===== src/rtl/cdadj_defs.vh =====
// Constants for the complement and decimal adjust datapath
// How it works
// (RULE_01) Accumulator complement inverts every accumulator bit, flags untouched, one cycle.
// (RULE_02) Bit complement 1011 0010 inverts the addressed bit only, one cycle.
// (RULE_03) Port bit complement reads the output latch, never the pin level.
// (RULE_04) Carry complement 1011 0011 inverts carry; any direct bit may be complemented.
// (RULE_05) Decimal adjust adds six when low nibble exceeds nine or aux carry set.
// (RULE_06) Low-nibble correction sets carry on carry-out, never clears it.
// (RULE_07) Then adds six to upper nibble if carry set or upper nibble exceeds nine.
// (RULE_08) Upper correction carry-out sets carry, never clears; overflow flag unchanged.
// (RULE_09) Net effect adds 00H, 06H, 60H or 66H; one-byte opcode 1101 0100.
// (RULE_10) Both corrections and all flag updates finish in one machine cycle.
// (RULE_11) Nothing but the target operand and, for decimal adjust, carry changes; here last_op_ff also records each executed opcode.
`ifndef CDADJ_DEFS_VH
`define CDADJ_DEFS_VH

// ****************************************
// Opcodes
// ****************************************
`define CDADJ_OP_INV_ACC      8'hF4
`define CDADJ_OP_INV_BIT      8'hB2
`define CDADJ_OP_INV_CARRY    8'hB3
`define CDADJ_OP_DEC_ADJ      8'hD4

// ****************************************
// Decimal adjust constants
// ****************************************
`define CDADJ_NIBBLE_MAX      4'h9
`define CDADJ_ADJ_LOW         9'h006
`define CDADJ_ADJ_HIGH        9'h060

// ****************************************
// Register offsets and fields
// ****************************************
`define CDADJ_REG_CTRL        4'h0
`define CDADJ_REG_ACC         4'h4
`define CDADJ_REG_FLAGS       4'h8
`define CDADJ_REG_BITADDR     4'hC
`define CDADJ_FLAG_CARRY      0
`define CDADJ_FLAG_AUX        1
`define CDADJ_FLAG_OVF        2
`define CDADJ_FLAG_BITVAL     3
`define CDADJ_FLAG_PORT       4
`define CDADJ_FLAG_LATCH      5

`endif


===== src/rtl/cdadj_decimal_adjust.v =====
// Combinational decimal adjust of the accumulator
`timescale 1ns/1ps
`include "cdadj_defs.vh"

module cdadj_decimal_adjust (
    input  wire [7:0] acc_in,
    input  wire       carry_in,
    input  wire       aux_carry_flag,
    output reg  [7:0] acc_out,
    output reg        carry_out
);

    reg [8:0] low_sum;
    reg       mid_carry;
    reg [8:0] high_sum;

    always @* begin
        low_sum   = {1'b0, acc_in};
        mid_carry = carry_in;
        if ((acc_in[3:0] > `CDADJ_NIBBLE_MAX) || aux_carry_flag) begin // RULE_05
            low_sum = {1'b0, acc_in} + `CDADJ_ADJ_LOW;
        end
        if (low_sum[8]) begin
            mid_carry = 1'b1; // RULE_06
        end
        high_sum = {1'b0, low_sum[7:0]};
        if (mid_carry || (low_sum[7:4] > `CDADJ_NIBBLE_MAX)) begin // RULE_07
            high_sum = {1'b0, low_sum[7:0]} + `CDADJ_ADJ_HIGH;
        end
        acc_out   = high_sum[7:0]; // RULE_09
        carry_out = mid_carry | high_sum[8]; // RULE_08
    end

endmodule


===== src/rtl/cdadj_core.v =====
// Complement and decimal adjust datapath with AXI4-Lite register access
//
// Our own choices: the AXI4-Lite interface to the registers and the placing of the registers.
`timescale 1ns/1ps
`include "cdadj_defs.vh"

module cdadj_core (
    input  wire        aclk,
    input  wire        aresetn,
    input  wire [3:0]  s_axi_awaddr,
    input  wire        s_axi_awvalid,
    output reg         s_axi_awready,
    input  wire [31:0] s_axi_wdata,
    input  wire [3:0]  s_axi_wstrb,
    input  wire        s_axi_wvalid,
    output reg         s_axi_wready,
    output reg  [1:0]  s_axi_bresp,
    output reg         s_axi_bvalid,
    input  wire        s_axi_bready,
    input  wire [3:0]  s_axi_araddr,
    input  wire        s_axi_arvalid,
    output reg         s_axi_arready,
    output reg  [31:0] s_axi_rdata,
    output reg  [1:0]  s_axi_rresp,
    output reg         s_axi_rvalid,
    input  wire        s_axi_rready,
    input  wire        bit_pin_in,
    output reg         bit_result_ff,
    output reg         bit_write_ff
);

    // ****************************************
    // Register state
    // ****************************************
    reg [7:0]  acc_ff;
    reg        carry_ff;
    reg        aux_carry_flag_ff;
    reg        overflow_flag_ff;
    reg        bit_val_ff;
    reg        bit_is_port_ff;
    reg        port_latch_ff;
    reg [7:0]  bit_addr_ff;
    reg [7:0]  last_op_ff;
    reg [2:0]  pin_sync_ff;
    reg        pin_level_ff;
    reg        aw_held_ff;
    reg        w_held_ff;
    reg [3:0]  aw_addr_ff;
    reg [31:0] w_data_ff;
    reg [3:0]  w_strb_ff;

    wire [7:0] adj_acc;
    wire       adj_carry;

    cdadj_decimal_adjust cdadj_decimal_adjust_i (
        .acc_in         (acc_ff),
        .carry_in       (carry_ff),
        .aux_carry_flag (aux_carry_flag_ff),
        .acc_out        (adj_acc),
        .carry_out      (adj_carry)
    );

    // ****************************************
    // Pin sampling
    // ****************************************
    // Pin level only observed for status; complement never uses it
    always @(posedge aclk) begin
        if (!aresetn) begin
            pin_sync_ff  <= 3'h0;
            pin_level_ff <= 1'b0;
        end else begin
            pin_sync_ff <= {pin_sync_ff[1:0], bit_pin_in};
            if (pin_sync_ff[1] == pin_sync_ff[2]) begin
                pin_level_ff <= pin_sync_ff[2];
            end
        end
    end

    // ****************************************
    // Write channel acceptance
    // ****************************************
    wire aw_take  = s_axi_awvalid & s_axi_awready;
    wire w_take   = s_axi_wvalid & s_axi_wready;
    wire aw_have  = aw_held_ff | aw_take;
    wire w_have   = w_held_ff | w_take;
    wire wr_go    = aw_have & w_have & ~s_axi_bvalid;
    wire [3:0]  wr_addr = aw_held_ff ? aw_addr_ff : s_axi_awaddr;
    wire [31:0] wr_data = w_held_ff ? w_data_ff : s_axi_wdata;
    wire [3:0]  wr_strb = w_held_ff ? w_strb_ff : s_axi_wstrb;
    wire        wr_b0   = wr_strb[0];
    wire [7:0]  opcode  = wr_data[7:0];
    wire        exec    = wr_go & wr_b0 & (wr_addr == `CDADJ_REG_CTRL);

    // Operand for bit complement: port bits come from the latch
    wire bit_src = bit_is_port_ff ? port_latch_ff : bit_val_ff; // RULE_03

    reg        nxt_awready;
    reg        nxt_wready;
    reg        nxt_bvalid;
    reg [1:0]  nxt_bresp;
    reg        nxt_aw_held;
    reg        nxt_w_held;
    reg [3:0]  nxt_aw_addr;
    reg [31:0] nxt_w_data;
    reg [3:0]  nxt_w_strb;

    // Ready pulses on idle cycles; a channel taken early waits for its partner
    always @* begin
        nxt_awready = ~aw_have & ~s_axi_awready & ~s_axi_bvalid;
        nxt_wready  = ~w_have & ~s_axi_wready & ~s_axi_bvalid;
        nxt_bvalid  = s_axi_bvalid;
        nxt_bresp   = s_axi_bresp;
        nxt_aw_held = aw_held_ff;
        nxt_w_held  = w_held_ff;
        nxt_aw_addr = aw_addr_ff;
        nxt_w_data  = w_data_ff;
        nxt_w_strb  = w_strb_ff;
        if (aw_take) begin
            nxt_aw_held = 1'h1;
            nxt_aw_addr = s_axi_awaddr;
        end
        if (w_take) begin
            nxt_w_held = 1'h1;
            nxt_w_data = s_axi_wdata;
            nxt_w_strb = s_axi_wstrb;
        end
        if (wr_go) begin
            nxt_aw_held = 1'h0;
            nxt_w_held  = 1'h0;
            nxt_awready = 1'h0;
            nxt_wready  = 1'h0;
            nxt_bvalid  = 1'h1;
            nxt_bresp   = (wr_addr[1:0] == 2'h0) ? 2'h0 : 2'h2;
        end else if (s_axi_bvalid && s_axi_bready) begin
            nxt_bvalid = 1'h0;
        end
    end

    always @(posedge aclk) begin
        if (!aresetn) begin
            s_axi_awready <= 1'h0;
            s_axi_wready  <= 1'h0;
            s_axi_bvalid  <= 1'h0;
            s_axi_bresp   <= 2'h0;
            aw_held_ff    <= 1'h0;
            w_held_ff     <= 1'h0;
            aw_addr_ff    <= 4'h0;
            w_data_ff     <= 32'h0;
            w_strb_ff     <= 4'h0;
        end else begin
            s_axi_awready <= nxt_awready;
            s_axi_wready  <= nxt_wready;
            s_axi_bvalid  <= nxt_bvalid;
            s_axi_bresp   <= nxt_bresp;
            aw_held_ff    <= nxt_aw_held;
            w_held_ff     <= nxt_w_held;
            aw_addr_ff    <= nxt_aw_addr;
            w_data_ff     <= nxt_w_data;
            w_strb_ff     <= nxt_w_strb;
        end
    end

    // ****************************************
    // Instruction execution and register writes
    // ****************************************
    reg [7:0]  nxt_acc;
    reg        nxt_carry;
    reg        nxt_aux_carry_flag;
    reg        nxt_overflow_flag;
    reg        nxt_bit_val;
    reg        nxt_bit_is_port;
    reg        nxt_port_latch;
    reg [7:0]  nxt_bit_addr;
    reg [7:0]  nxt_last_op;
    reg        nxt_bit_result;
    reg        nxt_bit_write;

    wire wr_acc   = wr_go & wr_b0 & (wr_addr == `CDADJ_REG_ACC);
    wire wr_flags = wr_go & wr_b0 & (wr_addr == `CDADJ_REG_FLAGS);
    wire wr_bitad = wr_go & wr_b0 & (wr_addr == `CDADJ_REG_BITADDR);

    // Each executed opcode touches only its own target and the last-opcode readback last_op_ff
    always @* begin
        nxt_acc            = acc_ff;
        nxt_carry          = carry_ff;
        nxt_aux_carry_flag = aux_carry_flag_ff;
        nxt_overflow_flag  = overflow_flag_ff;
        nxt_bit_val        = bit_val_ff;
        nxt_bit_is_port    = bit_is_port_ff;
        nxt_port_latch     = port_latch_ff;
        nxt_bit_addr       = bit_addr_ff;
        nxt_last_op        = last_op_ff;
        nxt_bit_result     = bit_result_ff;
        nxt_bit_write      = 1'h0;
        if (exec) begin
            case (opcode)
                `CDADJ_OP_INV_ACC: begin
                    nxt_acc     = ~acc_ff; // RULE_01
                    nxt_last_op = opcode;
                end
                `CDADJ_OP_INV_BIT: begin
                    nxt_bit_result = ~bit_src; // RULE_02
                    nxt_bit_write  = 1'h1;
                    nxt_last_op    = opcode;
                    if (bit_is_port_ff) begin
                        nxt_port_latch = ~port_latch_ff; // RULE_03
                    end else begin
                        nxt_bit_val = ~bit_val_ff; // RULE_04
                    end
                end
                `CDADJ_OP_INV_CARRY: begin
                    nxt_carry   = ~carry_ff; // RULE_04
                    nxt_last_op = opcode;
                end
                `CDADJ_OP_DEC_ADJ: begin
                    // Aux carry and overflow keep their value
                    nxt_acc     = adj_acc; // RULE_10
                    nxt_carry   = adj_carry; // RULE_11
                    nxt_last_op = opcode;
                end
                default: begin
                    // Unknown opcodes leave no trace, not even in the readback
                    nxt_last_op = last_op_ff;
                end
            endcase
        end else if (wr_acc) begin
            nxt_acc = wr_data[7:0];
        end else if (wr_flags) begin
            nxt_carry          = wr_data[`CDADJ_FLAG_CARRY];
            nxt_aux_carry_flag = wr_data[`CDADJ_FLAG_AUX];
            nxt_overflow_flag  = wr_data[`CDADJ_FLAG_OVF];
            nxt_bit_val        = wr_data[`CDADJ_FLAG_BITVAL];
            nxt_bit_is_port    = wr_data[`CDADJ_FLAG_PORT];
            nxt_port_latch     = wr_data[`CDADJ_FLAG_LATCH];
        end else if (wr_bitad) begin
            nxt_bit_addr = wr_data[7:0];
        end
    end

    always @(posedge aclk) begin
        if (!aresetn) begin
            acc_ff            <= 8'h00;
            carry_ff          <= 1'h0;
            aux_carry_flag_ff <= 1'h0;
            overflow_flag_ff  <= 1'h0;
            bit_val_ff        <= 1'h0;
            bit_is_port_ff    <= 1'h0;
            port_latch_ff     <= 1'h0;
            bit_addr_ff       <= 8'h00;
            last_op_ff        <= 8'h00;
            bit_result_ff     <= 1'h0;
            bit_write_ff      <= 1'h0;
        end else begin
            acc_ff            <= nxt_acc;
            carry_ff          <= nxt_carry;
            aux_carry_flag_ff <= nxt_aux_carry_flag;
            overflow_flag_ff  <= nxt_overflow_flag;
            bit_val_ff        <= nxt_bit_val;
            bit_is_port_ff    <= nxt_bit_is_port;
            port_latch_ff     <= nxt_port_latch;
            bit_addr_ff       <= nxt_bit_addr;
            last_op_ff        <= nxt_last_op;
            bit_result_ff     <= nxt_bit_result;
            bit_write_ff      <= nxt_bit_write;
        end
    end

    // ****************************************
    // Read channel
    // ****************************************
    reg [31:0] rd_mux;

    always @* begin
        case (s_axi_araddr)
            `CDADJ_REG_CTRL:    rd_mux = {24'h0, last_op_ff};
            `CDADJ_REG_ACC:     rd_mux = {24'h0, acc_ff};
            `CDADJ_REG_FLAGS:   rd_mux = {25'h0, pin_level_ff, port_latch_ff, bit_is_port_ff,
                                          bit_val_ff, overflow_flag_ff, aux_carry_flag_ff,
                                          carry_ff};
            `CDADJ_REG_BITADDR: rd_mux = {24'h0, bit_addr_ff};
            default:            rd_mux = 32'h0;
        endcase
    end

    reg        nxt_arready;
    reg        nxt_rvalid;
    reg [31:0] nxt_rdata;
    reg [1:0]  nxt_rresp;

    // Address is not stored, so the master must hold it until arready
    always @* begin
        nxt_arready = ~s_axi_arready & ~s_axi_rvalid & s_axi_arvalid;
        nxt_rvalid  = s_axi_rvalid;
        nxt_rdata   = s_axi_rdata;
        nxt_rresp   = s_axi_rresp;
        if (s_axi_arvalid && s_axi_arready) begin
            nxt_arready = 1'h0;
            nxt_rvalid  = 1'h1;
            nxt_rdata   = rd_mux;
            nxt_rresp   = (s_axi_araddr[1:0] == 2'h0) ? 2'h0 : 2'h2;
        end else if (s_axi_rvalid && s_axi_rready) begin
            nxt_rvalid = 1'h0;
        end
    end

    always @(posedge aclk) begin
        if (!aresetn) begin
            s_axi_arready <= 1'h0;
            s_axi_rvalid  <= 1'h0;
            s_axi_rdata   <= 32'h0;
            s_axi_rresp   <= 2'h0;
        end else begin
            s_axi_arready <= nxt_arready;
            s_axi_rvalid  <= nxt_rvalid;
            s_axi_rdata   <= nxt_rdata;
            s_axi_rresp   <= nxt_rresp;
        end
    end

endmodule


===== config.mk =====
export PLATFORM = sky130hd
export DESIGN_NAME = cdadj_core
export DESIGN_NICKNAME = d
export VERILOG_FILES = /design/src/rtl/cdadj_decimal_adjust.v /design/src/rtl/cdadj_core.v
export VERILOG_INCLUDE_DIRS = /design/src /design/src/rtl
export SDC_FILE = /design/constraint.sdc
export NUM_CORES = 1
export LEC_CHECK = 0
export BUFFER_PORTS_ARGS = -buffer_cell sky130_fd_sc_hd__buf_4
export CORE_MARGIN = 4
export CORE_UTILIZATION = 40
export DETAILED_ROUTE_END_ITERATION = 8
export GPL_TIMING_DRIVEN = 1
export PLACE_DENSITY_LB_ADDON = 0.2
export SLEW_MARGIN = 25
export SYNTH_ARGS = -nofsm -noshare
export SYNTH_HDL_FRONTEND = slang
export SYNTH_SLANG_ARGS = --single-unit

===== constraint.sdc =====
create_clock -name aclk -period 2.8 [get_ports aclk]
set_input_delay 0 -clock aclk [delete_from_list [all_inputs] [get_ports aclk]]
set_output_delay 0 -clock aclk [all_outputs]
set_load 0.01 [all_outputs]

# Word-level counts from Yosys, hierarchy flattened
# Index checks and enable logic that the tools add are counted.
# totals
reg_bits	92
latchBits	0
mem_bits_rw	0
rom_bits	0
out_inout_bits	43
elab_cells	138
n_memories	0
# classes
addsub	2
n_mul	0
n_div	0
magnitude_cmp	2
n_eq_ne	17
shift	0
mux	32
bitwise	34
n_reduce_logical	25
# op_table
op	count
$eq A8 B8 Y1 const B	4
$pmux W8 S4	1
$mux W8	3
$mux W1	21
$mux W9	2
$eq A4 B4 Y1 const B	4
$pmux W8 S2	1
$and A1 B1 Y1	15
$not A1 Y1	15
$reduce_and A4 Y1	3
$add A8 B3 Y9 const B	1
$add A8 B7 Y9 const B	1
$eq A4 B3 Y1 const B	2
$gt A4 B4 Y1 const B	2
$logic_not A4 Y1	2
$not A8 Y8	1
$reduce_and A2 Y1	4
$reduce_bool A2 Y1	4
$ne A2 B2 Y1 const B	3
$ne A3 B1 Y1 const B	2
$reduce_and A3 Y1	2
$logic_not A2 Y1	2
$mux W2	2
$mux W4	1
8 further kinds	14

# Longest topological paths before layout
# Gate-level depths: netlist of run 1.
# logic_depth
ltp_word	9
ltp_mapped	10
depth_no_buf	9

# Modules after synthesis
# A second synthesis of run 1 with hierarchy kept.
# unflattened
hier_cells	428
hier_area_um2	3592.2
# by_module_without_submodules
mod	instances	cells_each	area_each_um2
cdadj_core	1	372	3205.6
cdadj_decimal_adjust	1	56	386.6

# Least setup slack after synthesis of run 1
# Ideal clock, no wire load.
# synth_path
path_type	flip-flop to flip-flop
start	register acc_ff[2]
end	register acc_ff[6]
setup_time_ns	0.125
arrival_ns	2.034
t_required_ns	2.675
setup_slack_ns	0.641
stages_incl_launch_ff	10
n_path_buf	1
period_less_slack_ns	2.159
path_cell_list	dfxtp_1 clkbuf_1 inv_1 ha_1 nand3b_1 o41a_1 a211oi_1 mux2i_1 a211oi_1 o22ai_1
# synth_between
elab_chain_len	8
# synth_rtl
element	line_no	rtl
from (decl)	cdadj_core.v:35	reg [7:0] acc_ff;
from (signal assigned)	cdadj_core.v:254	acc_ff <= nxt_acc;
parallel branches: the longest is 2 deep, another holds $add A8 B3 Y9	-	
$mux W9 *	cdadj_decimal_adjust.v:20	if ((acc_in[3:0] > `CDADJ_NIBBLE_MAX) || aux_carry_flag) begin
parallel branches: the longest is 2 deep, another holds $add A8 B7 Y9	-	
$mux W9 *	cdadj_decimal_adjust.v:27	if (mid_carry || (low_sum[7:4] > `CDADJ_NIBBLE_MAX)) begin
$pmux W8 S2 *	cdadj_core.v:196	case (opcode)
$mux W8 *	cdadj_core.v:195	if (exec) begin
# Mark *: on every way between the ends.
# A chain may end at the register's enable or synchronous reset.

# Worst setup path in the final report of run 1
# layout_path
start	register w_held_ff
end	register acc_ff[5]
# layout_between
elab_chain_len	7
# layout_rtl
element	line_no	rtl
from (decl)	cdadj_core.v:47	reg w_held_ff;
from (signal assigned)	cdadj_core.v:156	w_held_ff <= nxt_w_held;
$or A1 B1 Y1	cdadj_core.v:85	wire w_have = w_held_ff | w_take;
$and A1 B1 Y1 (2 in series)	cdadj_core.v:86	wire wr_go = aw_have & w_have & ~s_axi_bvalid;
$and A1 B1 Y1	cdadj_core.v:92, cdadj_core.v:178	
$and A1 B1 Y1, on equally long branches	cdadj_core.v:92, cdadj_core.v:178	
$ne A3 B1 Y1 (no line) / $reduce_bool A2 Y1 (equally long branches)	-	
$reduce_and A2 Y1 (no line)	-	
# Parallel ways exist; a longest one is shown, timed or not. The select of a mux whose other input is x is not followed.

==> results of run 1 <==
worst max-delay path by stage:
stage | startpoint | to
4_1_cts | w_held_ff$_SDFFE_PP0P_ | acc_ff[7]$_SDFFE_PN0P_
3_3_place_gp | w_held_ff$_SDFFE_PP0P_ | acc_ff[7]$_SDFFE_PN0P_
3_5_place_dp | w_held_ff$_SDFFE_PP0P_ | acc_ff[7]$_SDFFE_PN0P_
2_1_floorplan | acc_ff[2]$_SDFFE_PN0P_ | acc_ff[6]$_SDFFE_PN0P_
6_report | w_held_ff$_SDFFE_PP0P_ | acc_ff[5]$_SDFFE_PN0P_
5_1_grt | w_held_ff$_SDFFE_PP0P_ | acc_ff[5]$_SDFFE_PN0P_
kinds of logic (layout without fill, tap and decap cells):
group,count (synthesis),count (layout)
AOI/OAI and AO/OA,99,99
xor gates and xnor gates,2,2
adders and majority gates,2,2
buffers and inverters,56,98
DFF,66,66
muxes,40,40
other,1,26
and+or+nand+nor,162,162
where the power goes:
| group | internal, uW | switching [uW] |
|---|---|---|
| combinational | 125 | 159 |
| sequential | 965 | 28.6 |
| clock | 336 | 427 |
| total | 1430 | 615 |
state kept, by name, summed over array words and instances (netlist names), 3 cells and up:
register,cells
w_data_ff,8
aw_addr_ff,4
last_op_ff,8
pin_sync_ff,3
s_axi_rdata,8
acc_ff,8
bit_addr_ff,8
final cells by class:
class,count,area (sq um)
sequential,66,1320
multi-input combinational,331,2080
clock inverter,7,60.1
fill,855,4390
inverter,7,26.3
timing repair buffer,75,626
clock buffer,9,124
tap,108,135
timing repair:
item | 4_1_cts | 5_1_grt
setup endpoints to repair | 0 | 0
endpoints found under the hold margin | 19 | 0
hold buffers | 25 | 0
worst max-delay path, cell delays in order (launching register included):
cell	delay, ns
dfxtp_1	0.65
mux2_4	0.41
a21oi_1	0.38
o21a_1	0.45
o211ai_1	0.16
a2111o_1	0.41
o21ai_1	0.08
stage by stage:
step                std cells  instance area, sq um  total power [uW]  worst slack [ns]
floorplan                 453                  3730              1200             0.641
global placement          562                  3940              1270             0.290
detailed placement        562                  3940              1270             0.232
CTS                       603                  4370              2060             0.199
global route              603                  4370              2140            0.0135
finish                    603                  4370              2040             0.210
cells in the final DEF, fill, tap and decap left out, types with 3 or more instances in the layout:
cell type,n
nand3b_1,4
and2_1,6
and3_1,3
dfxtp_1,66
inv_6,3
mux2i_1,31
o211ai_1,3
a211oi_1,5
o21ai_0,15
clkinvlp_4,3
nand2b_1,4
inv_1,6
buf_4,50
clkbuf_8,9
o21a_1,4
nand3_1,11
mux2_2,8
a31oi_1,4
o221ai_1,7
a21oi_1,32
nor2_1,48
o22ai_1,3
nor4b_1,3
dlygate4sd3_1,25
nand2_1,52
nor3_1,11
conb_1,26
routing by layer:
metal / share of wire / up-vias / track usage / routed length, microns
li1: - / 1611 / - / -
met1: 0.48 / 1539 / 0.257 / 4400
met2: 0.47 / 85 / 0.286 / 4300
met3: 0.045 / 14 / 0.0309 / 411
met4: 0.012 / 0 / 0.0578 / 112
met5: 0 / - / 0 / 0
==> metrics, run 1 <==
Fin. Hold Viols=0; Pre-antenna DRT Iters=4; Die H=103 microns; IO Port Bufs=41; setup_tns=0 ns; final core occ=0.499; gr ovfl total=0; Max Slew Vio Count=0; required time worst endpoint=3.08 ns; CTS tree=built; Seq cells post-synth=66; HPWL after DPL=6560 microns; H-Tree Depth=3; setup violators final=0; XOR/XNOR Fraction of Synth Area=0.00482; CTS max path bufs=2; Yosys top cell area share=0.363; Cell Rows=34; Via Count=3249; setup bufs post-CTS=0; largest family of logic cells by synthesized area=simple AND/OR/NAND/NOR gates; r2r startpoint=w_held_ff$_SDFFE_PP0P_; fmax=386 MHz; initial antenna violation count=0; critical hold path startpoint=s_axi_araddr[1]; DRT Wirelength=9220 microns; VDD IR-drop max=338 uV; Post-Syn Area per Cell=8.50 sq um; CP Capture Type=flip-flop; first-pass GRT wire length=15400 microns; antenna cells=0; post-synth top area cell=dfxtp_1; CP Data Arrival Time=2.87 ns; cts repair resizes=0; GRT Overall Usage=0.183; Synth Instances=428; PwrDens=467 nW/um^2; hold path depth=3; worst rel slew slack=0.598; Reg clk slew, reported paths=0.08 ns; worst-path fanout max=14; Final Net Count=544; reg2reg setup slack=0.21 ns; largest net degree at the start of global routing=30; die footprint=10700 sq um; TritonCTS Buffers=9; smallest hold slack=0.0648 ns; layout cells sized above 1=0.184; Yosys cell types=67; clock period minus worst slack=2.59 ns; IO Pins=95; synthesis warning total=0; Post-synth top flop=dfxtp_1; clk root buf=clkbuf_8; initial DRC count=157; DRC=0; outcome=complete, no violations; post-synthesis simple-gate area fraction=0.223; Hold EP=s_axi_rresp[1]$_SDFFE_PN0P_; crit start category=flip-flop; Layout area overhead=20.2%; starting density of the core=0.415; vias per cell=5.39; Reg2Reg Depth=6; area share of fa/ha/maj cells after synthesis=0.00688; DIE WIDTH=103 microns; post-route ant nets=0; sequential share of the synthesized area=0.363; mux share of post-synthesis cell area=0.114; P_leak=0.00168 uW; Crit Path Class=reg -> reg; RR Endpoint=acc_ff[5]$_SDFFE_PN0P_; Hold Crit Class=in -> reg; Synth Area in Compound Gates=0.196; cell with the most instances after synthesis=dfxtp_1; max cap viols=0; Clock Latency Late Sink=0.35 ns; Post-synth top cells=66 x dfxtp_1, 52 x nand2_1, 48 x nor2_1, 32 x a21oi_1, 31 x mux2i_1; clk sinks=66; Tcrit/Tclk final=0.925; CORE AREA=8760 sq um; WL/cell=15.3 microns; async set-reset flop share out of synthesis=0; top area cells in the synthesized netlist=dfxtp_1 36%, mux2i_1 8.5%, buf_4 6.0%; clock skew=0.00925 ns; EDFF count, synth=0; RePlAce Congestion=0.896; synthesized cell area=3640 sq um; RSZ-0062 raised after global routing=false; slew at the pin closest to its max-slew limit=0.595 ns; vias in the first global route=3040
No activity file was read; power rests on OpenSTA's default activity.
==> run 2: changes to the inputs <==
SYNTH_HIERARCHICAL = 1   (was not set)
==> run 2 against run 1 <==
Setup slack got worse by 0.062 ns. Via count fell by 0.46%. Wire length fell by 1.1%. Maximum frequency fell by 2.3%. Final cell count rose by 0.50%. Clock-buffer cell count rose by 1. Critical path type unchanged. Synthesized cell count did not move. Sequential power barely moved. Largest cell class unchanged.
==> metrics, run 2 <==
TritonCTS Buffers=9; cell with the most instances after synthesis=dfxtp_1; Final Net Count=547; max cap viols=0; CORE AREA=8720 sq um; antenna cells=0; synthesized cell area=3590 sq um; vias per cell=5.34; smallest hold slack=0.0293 ns; Reg2Reg Depth=11; Comb power frac=0.108; CTS max path bufs=2; RR Endpoint=acc_ff[7]$_SDFFE_PN0P_; top area cells in the synthesized netlist=dfxtp_1 37%, mux2i_1 8.6%, buf_4 6.1%; VDD IR-drop max=304 uV; reg2reg setup slack=0.15 ns; die footprint=10600 sq um; Via Count=3234; clock skew=0.00830 ns; CTS tree=built; Hold EP=s_axi_rdata[7]$_SDFFE_PN0P_; Cell Rows=34; synthesis warning total=6; Reg area=1320 sq um; WL/cell=15.0 microns; initial antenna violation count=0; IO Port Bufs=41; DIE WIDTH=103 microns; Post-synth top flop=dfxtp_1; slowest CP cell=or3_1; initial DRC count=185; Placement Setup Slack=0.156 ns; Post-CTS Hold Buffers=23; Pre-antenna DRT Iters=4; Layout area overhead=23.2%; RSZ-0062 raised after global routing=false; switch share=0.237; first-pass GRT wire length=14800 microns; Worst path most repeated cell=ha_1; DRT Wirelength=9120 microns; Fillers=825; DRC=0; IO Pins=95; RePlAce Congestion=0.789; CP bufs+invs=1; setup bufs post-CTS=0; Synth Instances=428; Yosys cell types=55; post-route ant nets=0; setup_tns=0 ns; Clock Latency Late Sink=0.35 ns; fmax=377 MHz; Fin. Hold Viols=0; CP top delay family=compound AO/OA/AOI/OAI gates; Reg power frac=0.423; cts repair resizes=0; Post-Syn Area per Cell=8.39 sq um; crit-path max cell delay=0.38 ns; most frequent cells in the layout=66 x dfxtp_1, 55 x buf_4, 48 x nor2_1; crit start category=flip-flop; slew at the pin closest to its max-slew limit=0.686 ns; post-synth top area cell=dfxtp_1; vias in the first global route=2951; Die H=103 microns; setup violators final=0; clock period minus worst slack=2.65 ns; EDFF count, synth=0; r2r startpoint=acc_ff[2]$_SDFFE_PN0P_; largest net degree at the start of global routing=52; HPWL after DPL=6330 microns; final worst slack=0.148 ns; Crit Path Class=reg -> reg; PwrDens=530 nW/um^2; commonest non-fill, non-tap cell in the layout=dfxtp_1; hold path depth=4; sequential share of the synthesized area=0.368; CP Capture Type=flip-flop; outcome=complete, no violations; Seq cells post-synth=66; clk sinks=66; worst-path fanout max=4; CP cell instances=inv_1 -> ha_1 -> nand3b_1 -> or3_1 -> and2_1 -> ha_1 -> a21oi_1 -> nor3_1 -> o32a_1 -> a211o_1 -> a32o_1; required time worst endpoint=3.04 ns; clk root buf=clkbuf_8; P_leak=0.00166 uW; Yosys top cell area share=0.368; Max Slew Vio Count=0; starting density of the core=0.412; CP Data Arrival Time=2.89 ns; layout cells sized above 1=0.177; Tcrit/Tclk final=0.947; gr ovfl total=0; footprint of the multi-input gates=2020 sq um; worst rel slew slack=0.538; GRT Overall Usage=0.179; Int Pwr=1790 uW; H-Tree Depth=3; critical hold path startpoint=s_axi_araddr[0]; sw power=557 uW; Reg clk slew, reported paths=0.08 ns; Hold Crit Class=in -> reg; power share of the clock group=0.469; async set-reset flop share out of synthesis=0; Post-synth top cells=66 x dfxtp_1, 48 x nor2_1, 43 x nand2_1, 31 x mux2i_1, 30 x a21oi_1
[run 2: area by class of cell]
type	count	area share
clock buffer	10	0.0311
clock inverter	6	0.0311
inverter	9	0.00763
multi-input combinational	329	0.456
sequential	66	0.298
tap	108	0.0305
timing repair buffer	78	0.145
[run 2: how the worst max path moves through the flow]
stage                            from                      to  depth (start not counted)
6_report       acc_ff[2]$_SDFFE_PN0P_  acc_ff[7]$_SDFFE_PN0P_                         11
5_1_grt        acc_ff[2]$_SDFFE_PN0P_  acc_ff[7]$_SDFFE_PN0P_                         11
4_1_cts        acc_ff[2]$_SDFFE_PN0P_  acc_ff[7]$_SDFFE_PN0P_                         11
3_5_place_dp   acc_ff[2]$_SDFFE_PN0P_  acc_ff[7]$_SDFFE_PN0P_                         11
3_3_place_gp   acc_ff[1]$_SDFFE_PN0P_  acc_ff[7]$_SDFFE_PN0P_                         11
2_1_floorplan  acc_ff[1]$_SDFFE_PN0P_  acc_ff[7]$_SDFFE_PN0P_                         11
[run 2: per-layer routing]
layer | GRT usage | share of wire
met5 | 0 | 0
met4 | 0.0777 | 0.018
met3 | 0.0277 | 0.054
met2 | 0.285 | 0.47
met1 | 0.241 | 0.46
[run 2: worst register-to-register path, delay by kind of cell, from the launching register on]
family                     cells  cell delay [ns]
DFF                            1             0.33
buffers and inverters          1             0.06
and+or+nand+nor                4             0.84
AOI/OAI and AO/OA              4             0.93
adders and majority gates      2             0.39
[run 2: kinds of logic after synthesis]
group / after synthesis / share of synthesized area
AO/OA/AOI/OAI: 106 / 0.202
XOR/XNOR: 3 / 0.00732
adder cells (fa/ha/maj): 2 / 0.00697
buffers and inverters: 58 / 0.0965
flip-flops: 66 / 0.368
multiplexers: 35 / 0.102
other: 1 / 0.00104
AND/OR/NAND/NOR: 157 / 0.216
[run 2: power by group through the flow]
| stage | Clock, uW | Combinational, uW | Sequential (uW) |
|---|---|---|---|
| finish | 1100 | 254 | 993 |
| global route | 1160 | 282 | 997 |
| detailed placement | 0 | 227 | 1010 |
| global placement | 0 | 226 | 1010 |
| CTS | 1120 | 253 | 993 |
| floorplan | 0 | 175 | 1010 |
[run 2: per-stage QoR]
step / instance area [sq um] / total power (uW) / instances / util
floorplan: 3690 / 1180 / 453 / -
global placement: 3920 / 1240 / 567 / 0.450
detailed placement: 3920 / 1240 / 567 / 0.450
CTS: 4430 / 2360 / 606 / 0.508
global route: 4430 / 2440 / 606 / 0.508
finish: 4430 / 2350 / 606 / 0.508
==> run 3: changes to the inputs <==
CELL_PAD_IN_SITES_DETAIL_PLACEMENT = 0   (was not set)
CELL_PAD_IN_SITES_GLOBAL_PLACEMENT = 1   (was not set)
CORE_UTILIZATION = 39   (was 40)
==> run 3 against run 2 <==
Worst hold slack gained 0.0061 ns. Cell area is 1.6% lower. Clock power fell by 34%. Combinational power up 2%. Sequential share of layout area increased by 0.49 points. Die area up 2.4%. Final cell count unchanged. Wire length decreased by 0.33%. Maximum frequency increased by 0.24%. Non-clock buffer count grew 2. Via count is 1.9% lower. Utilization fell by 1.5 points.
==> metrics, run 3 (synthesis results as in run 2) <==
CORE AREA=8850 sq um; TritonCTS Buffers=9; CTS max path bufs=2; Layout area overhead=21.2%; slew at the pin closest to its max-slew limit=0.693 ns; largest net degree at the start of global routing=52; RePlAce Congestion=0.792; worst-path fanout max=4; clock skew=0.00899 ns; Hold Crit Class=in -> reg; clock period minus worst slack=2.65 ns; Max Slew Vio Count=0; post-route ant nets=0; P_leak=0.00162 uW; DIE WIDTH=104 microns; antenna cells=0; reg2reg setup slack=0.15 ns; met2 Use GR=0.285; GRT Overall Usage=0.173; VDD IR-drop max=292 uV; final core occ=0.492; Die H=104 microns; Reg clk slew, reported paths=0.07 ns; final worst slack=0.155 ns; die footprint=10800 sq um; Cell Rows=34; Reg power frac=0.500; setup violators final=0; Clock Latency Late Sink=0.33 ns; IO Pins=95; Pre-antenna DRT Iters=4; grt met1 use=0.235; Placement Setup Slack=0.0978 ns; required time worst endpoint=3.02 ns; worst rel slew slack=0.533; Overall Power=1980 uW; commonest non-fill, non-tap cell in the layout=dfxtp_1; max cap viols=0; first-pass GRT wire length=15600 microns; initial antenna violation count=0; Comb power frac=0.131; H-Tree Depth=3; DRC=0; PwrDens=455 nW/um^2; Crit Path Class=reg -> reg; sw power=513 uW; crit path from=acc_ff[1]$_SDFFE_PN0P_; RSZ-0062 raised after global routing=false; smallest hold slack=0.0355 ns; clk sinks=66; Fillers=877; Int Pwr=1470 uW; r2r startpoint=acc_ff[1]$_SDFFE_PN0P_; clk root buf=clkbuf_8; switch share=0.259; GR peak layer=met2; Reg2Reg Depth=11; M3 GR Usage=0.0323; starting density of the core=0.406; RR Endpoint=acc_ff[7]$_SDFFE_PN0P_; layout cells sized above 1=0.183; fmax=378 MHz; CTS tree=built; CP Data Arrival Time=2.86 ns; Fin. Hold Viols=0; gr ovfl total=0; Via Count=3171; Tcrit/Tclk final=0.945; HPWL after DPL=6440 microns; outcome=complete, no violations; vias in the first global route=3065; vias per cell=5.23; initial DRC count=161; CP Capture Type=flip-flop; IO Port Bufs=41; Final Net Count=549; WL/cell=15.0 microns; Setup crit end=acc_ff[7]$_SDFFE_PN0P_; DRT Wirelength=9090 microns; crit start category=flip-flop; most frequent cells in the layout=66 x dfxtp_1, 57 x buf_4, 48 x nor2_1; setup_tns=0 ns; power share of the clock group=0.368
## run 3: cell types whose count changed in the layout (fill, tap and decap cells not counted), moves of 2 or more
cell       change
bufinv_16      -4
clkbuf_8       +2
buf_4          +2
clkinv_4       -2
## run 3: metrics by stage
step / std cells / cell area, sq um
after CTS: 605 / 4340
after floorplan: 453 / 3690
after global placement: 568 / 3930
after detailed placement: 568 / 3930
after global routing: 606 / 4360
final: 606 / 4360
## run 3: metal layers
metal	wire length, microns	share of wire
met1	4280	0.47
met2	4350	0.48
met3	410	0.045
met4	48	0.0053
met5	0	0
## run 3: power by group through the flow
stage	Clock (uW)	Combinational, uW	Sequential [uW]
6_report	729	260	991
5_1_grt	782	290	996
2_1_floorplan	0	175	1010
3_3_place_gp	0	233	1010
3_5_place_dp	0	235	1010
4_1_cts	750	260	991
## run 3: critical path: stages (launching register included)
cell      delay [ns]
dfxtp_1         0.33
inv_1           0.05
ha_1            0.22
nand3b_1        0.24
or3_4           0.38
and2_1          0.17
ha_2            0.19
a21oi_2         0.10
nor3_1          0.05
o32a_1          0.33
a211o_1         0.25
a32o_1          0.23
## run 3: cell type report
class	count	area (sq um)	share of cell area
flip-flops and latches	66	1320	0.303
clock buffers	12	165	0.0379
well taps	108	135	0.0310
multi-input cells	329	2030	0.466
repair buffers	80	658	0.151
inverters	9	33.8	0.00776
clock inverters	2	12.5	0.00287
## run 3: how the worst min path moves through the flow
stage | from | endpoint | slack (ns) | depth (start not counted)
floorplan | bit_pin_in | pin_sync_ff[0]$_SDFF_PN0_ | 0.13 | 1
global placement | bit_pin_in | pin_sync_ff[0]$_SDFF_PN0_ | 0.21 | 2
detailed placement | bit_pin_in | pin_sync_ff[0]$_SDFF_PN0_ | 0.21 | 2
CTS | s_axi_wstrb[0] | w_strb_ff[0]$_SDFFE_PN0P_ | 0.02 | 4
global route | s_axi_wstrb[0] | w_strb_ff[0]$_SDFFE_PN0P_ | 0.07 | 4
finish | s_axi_wstrb[0] | w_strb_ff[0]$_SDFFE_PN0P_ | 0.04 | 4
## run 3: repair_timing
| item | in CTS | in global routing |
|---|---|---|
| endpoints found under the setup margin | 0 | 1 |
| endpoints found under the hold margin | 21 | 0 |
| gates resized for setup | 0 | 3 |
| buffers inserted | 0 | 1 |
| hold buffers | 23 | 0 |
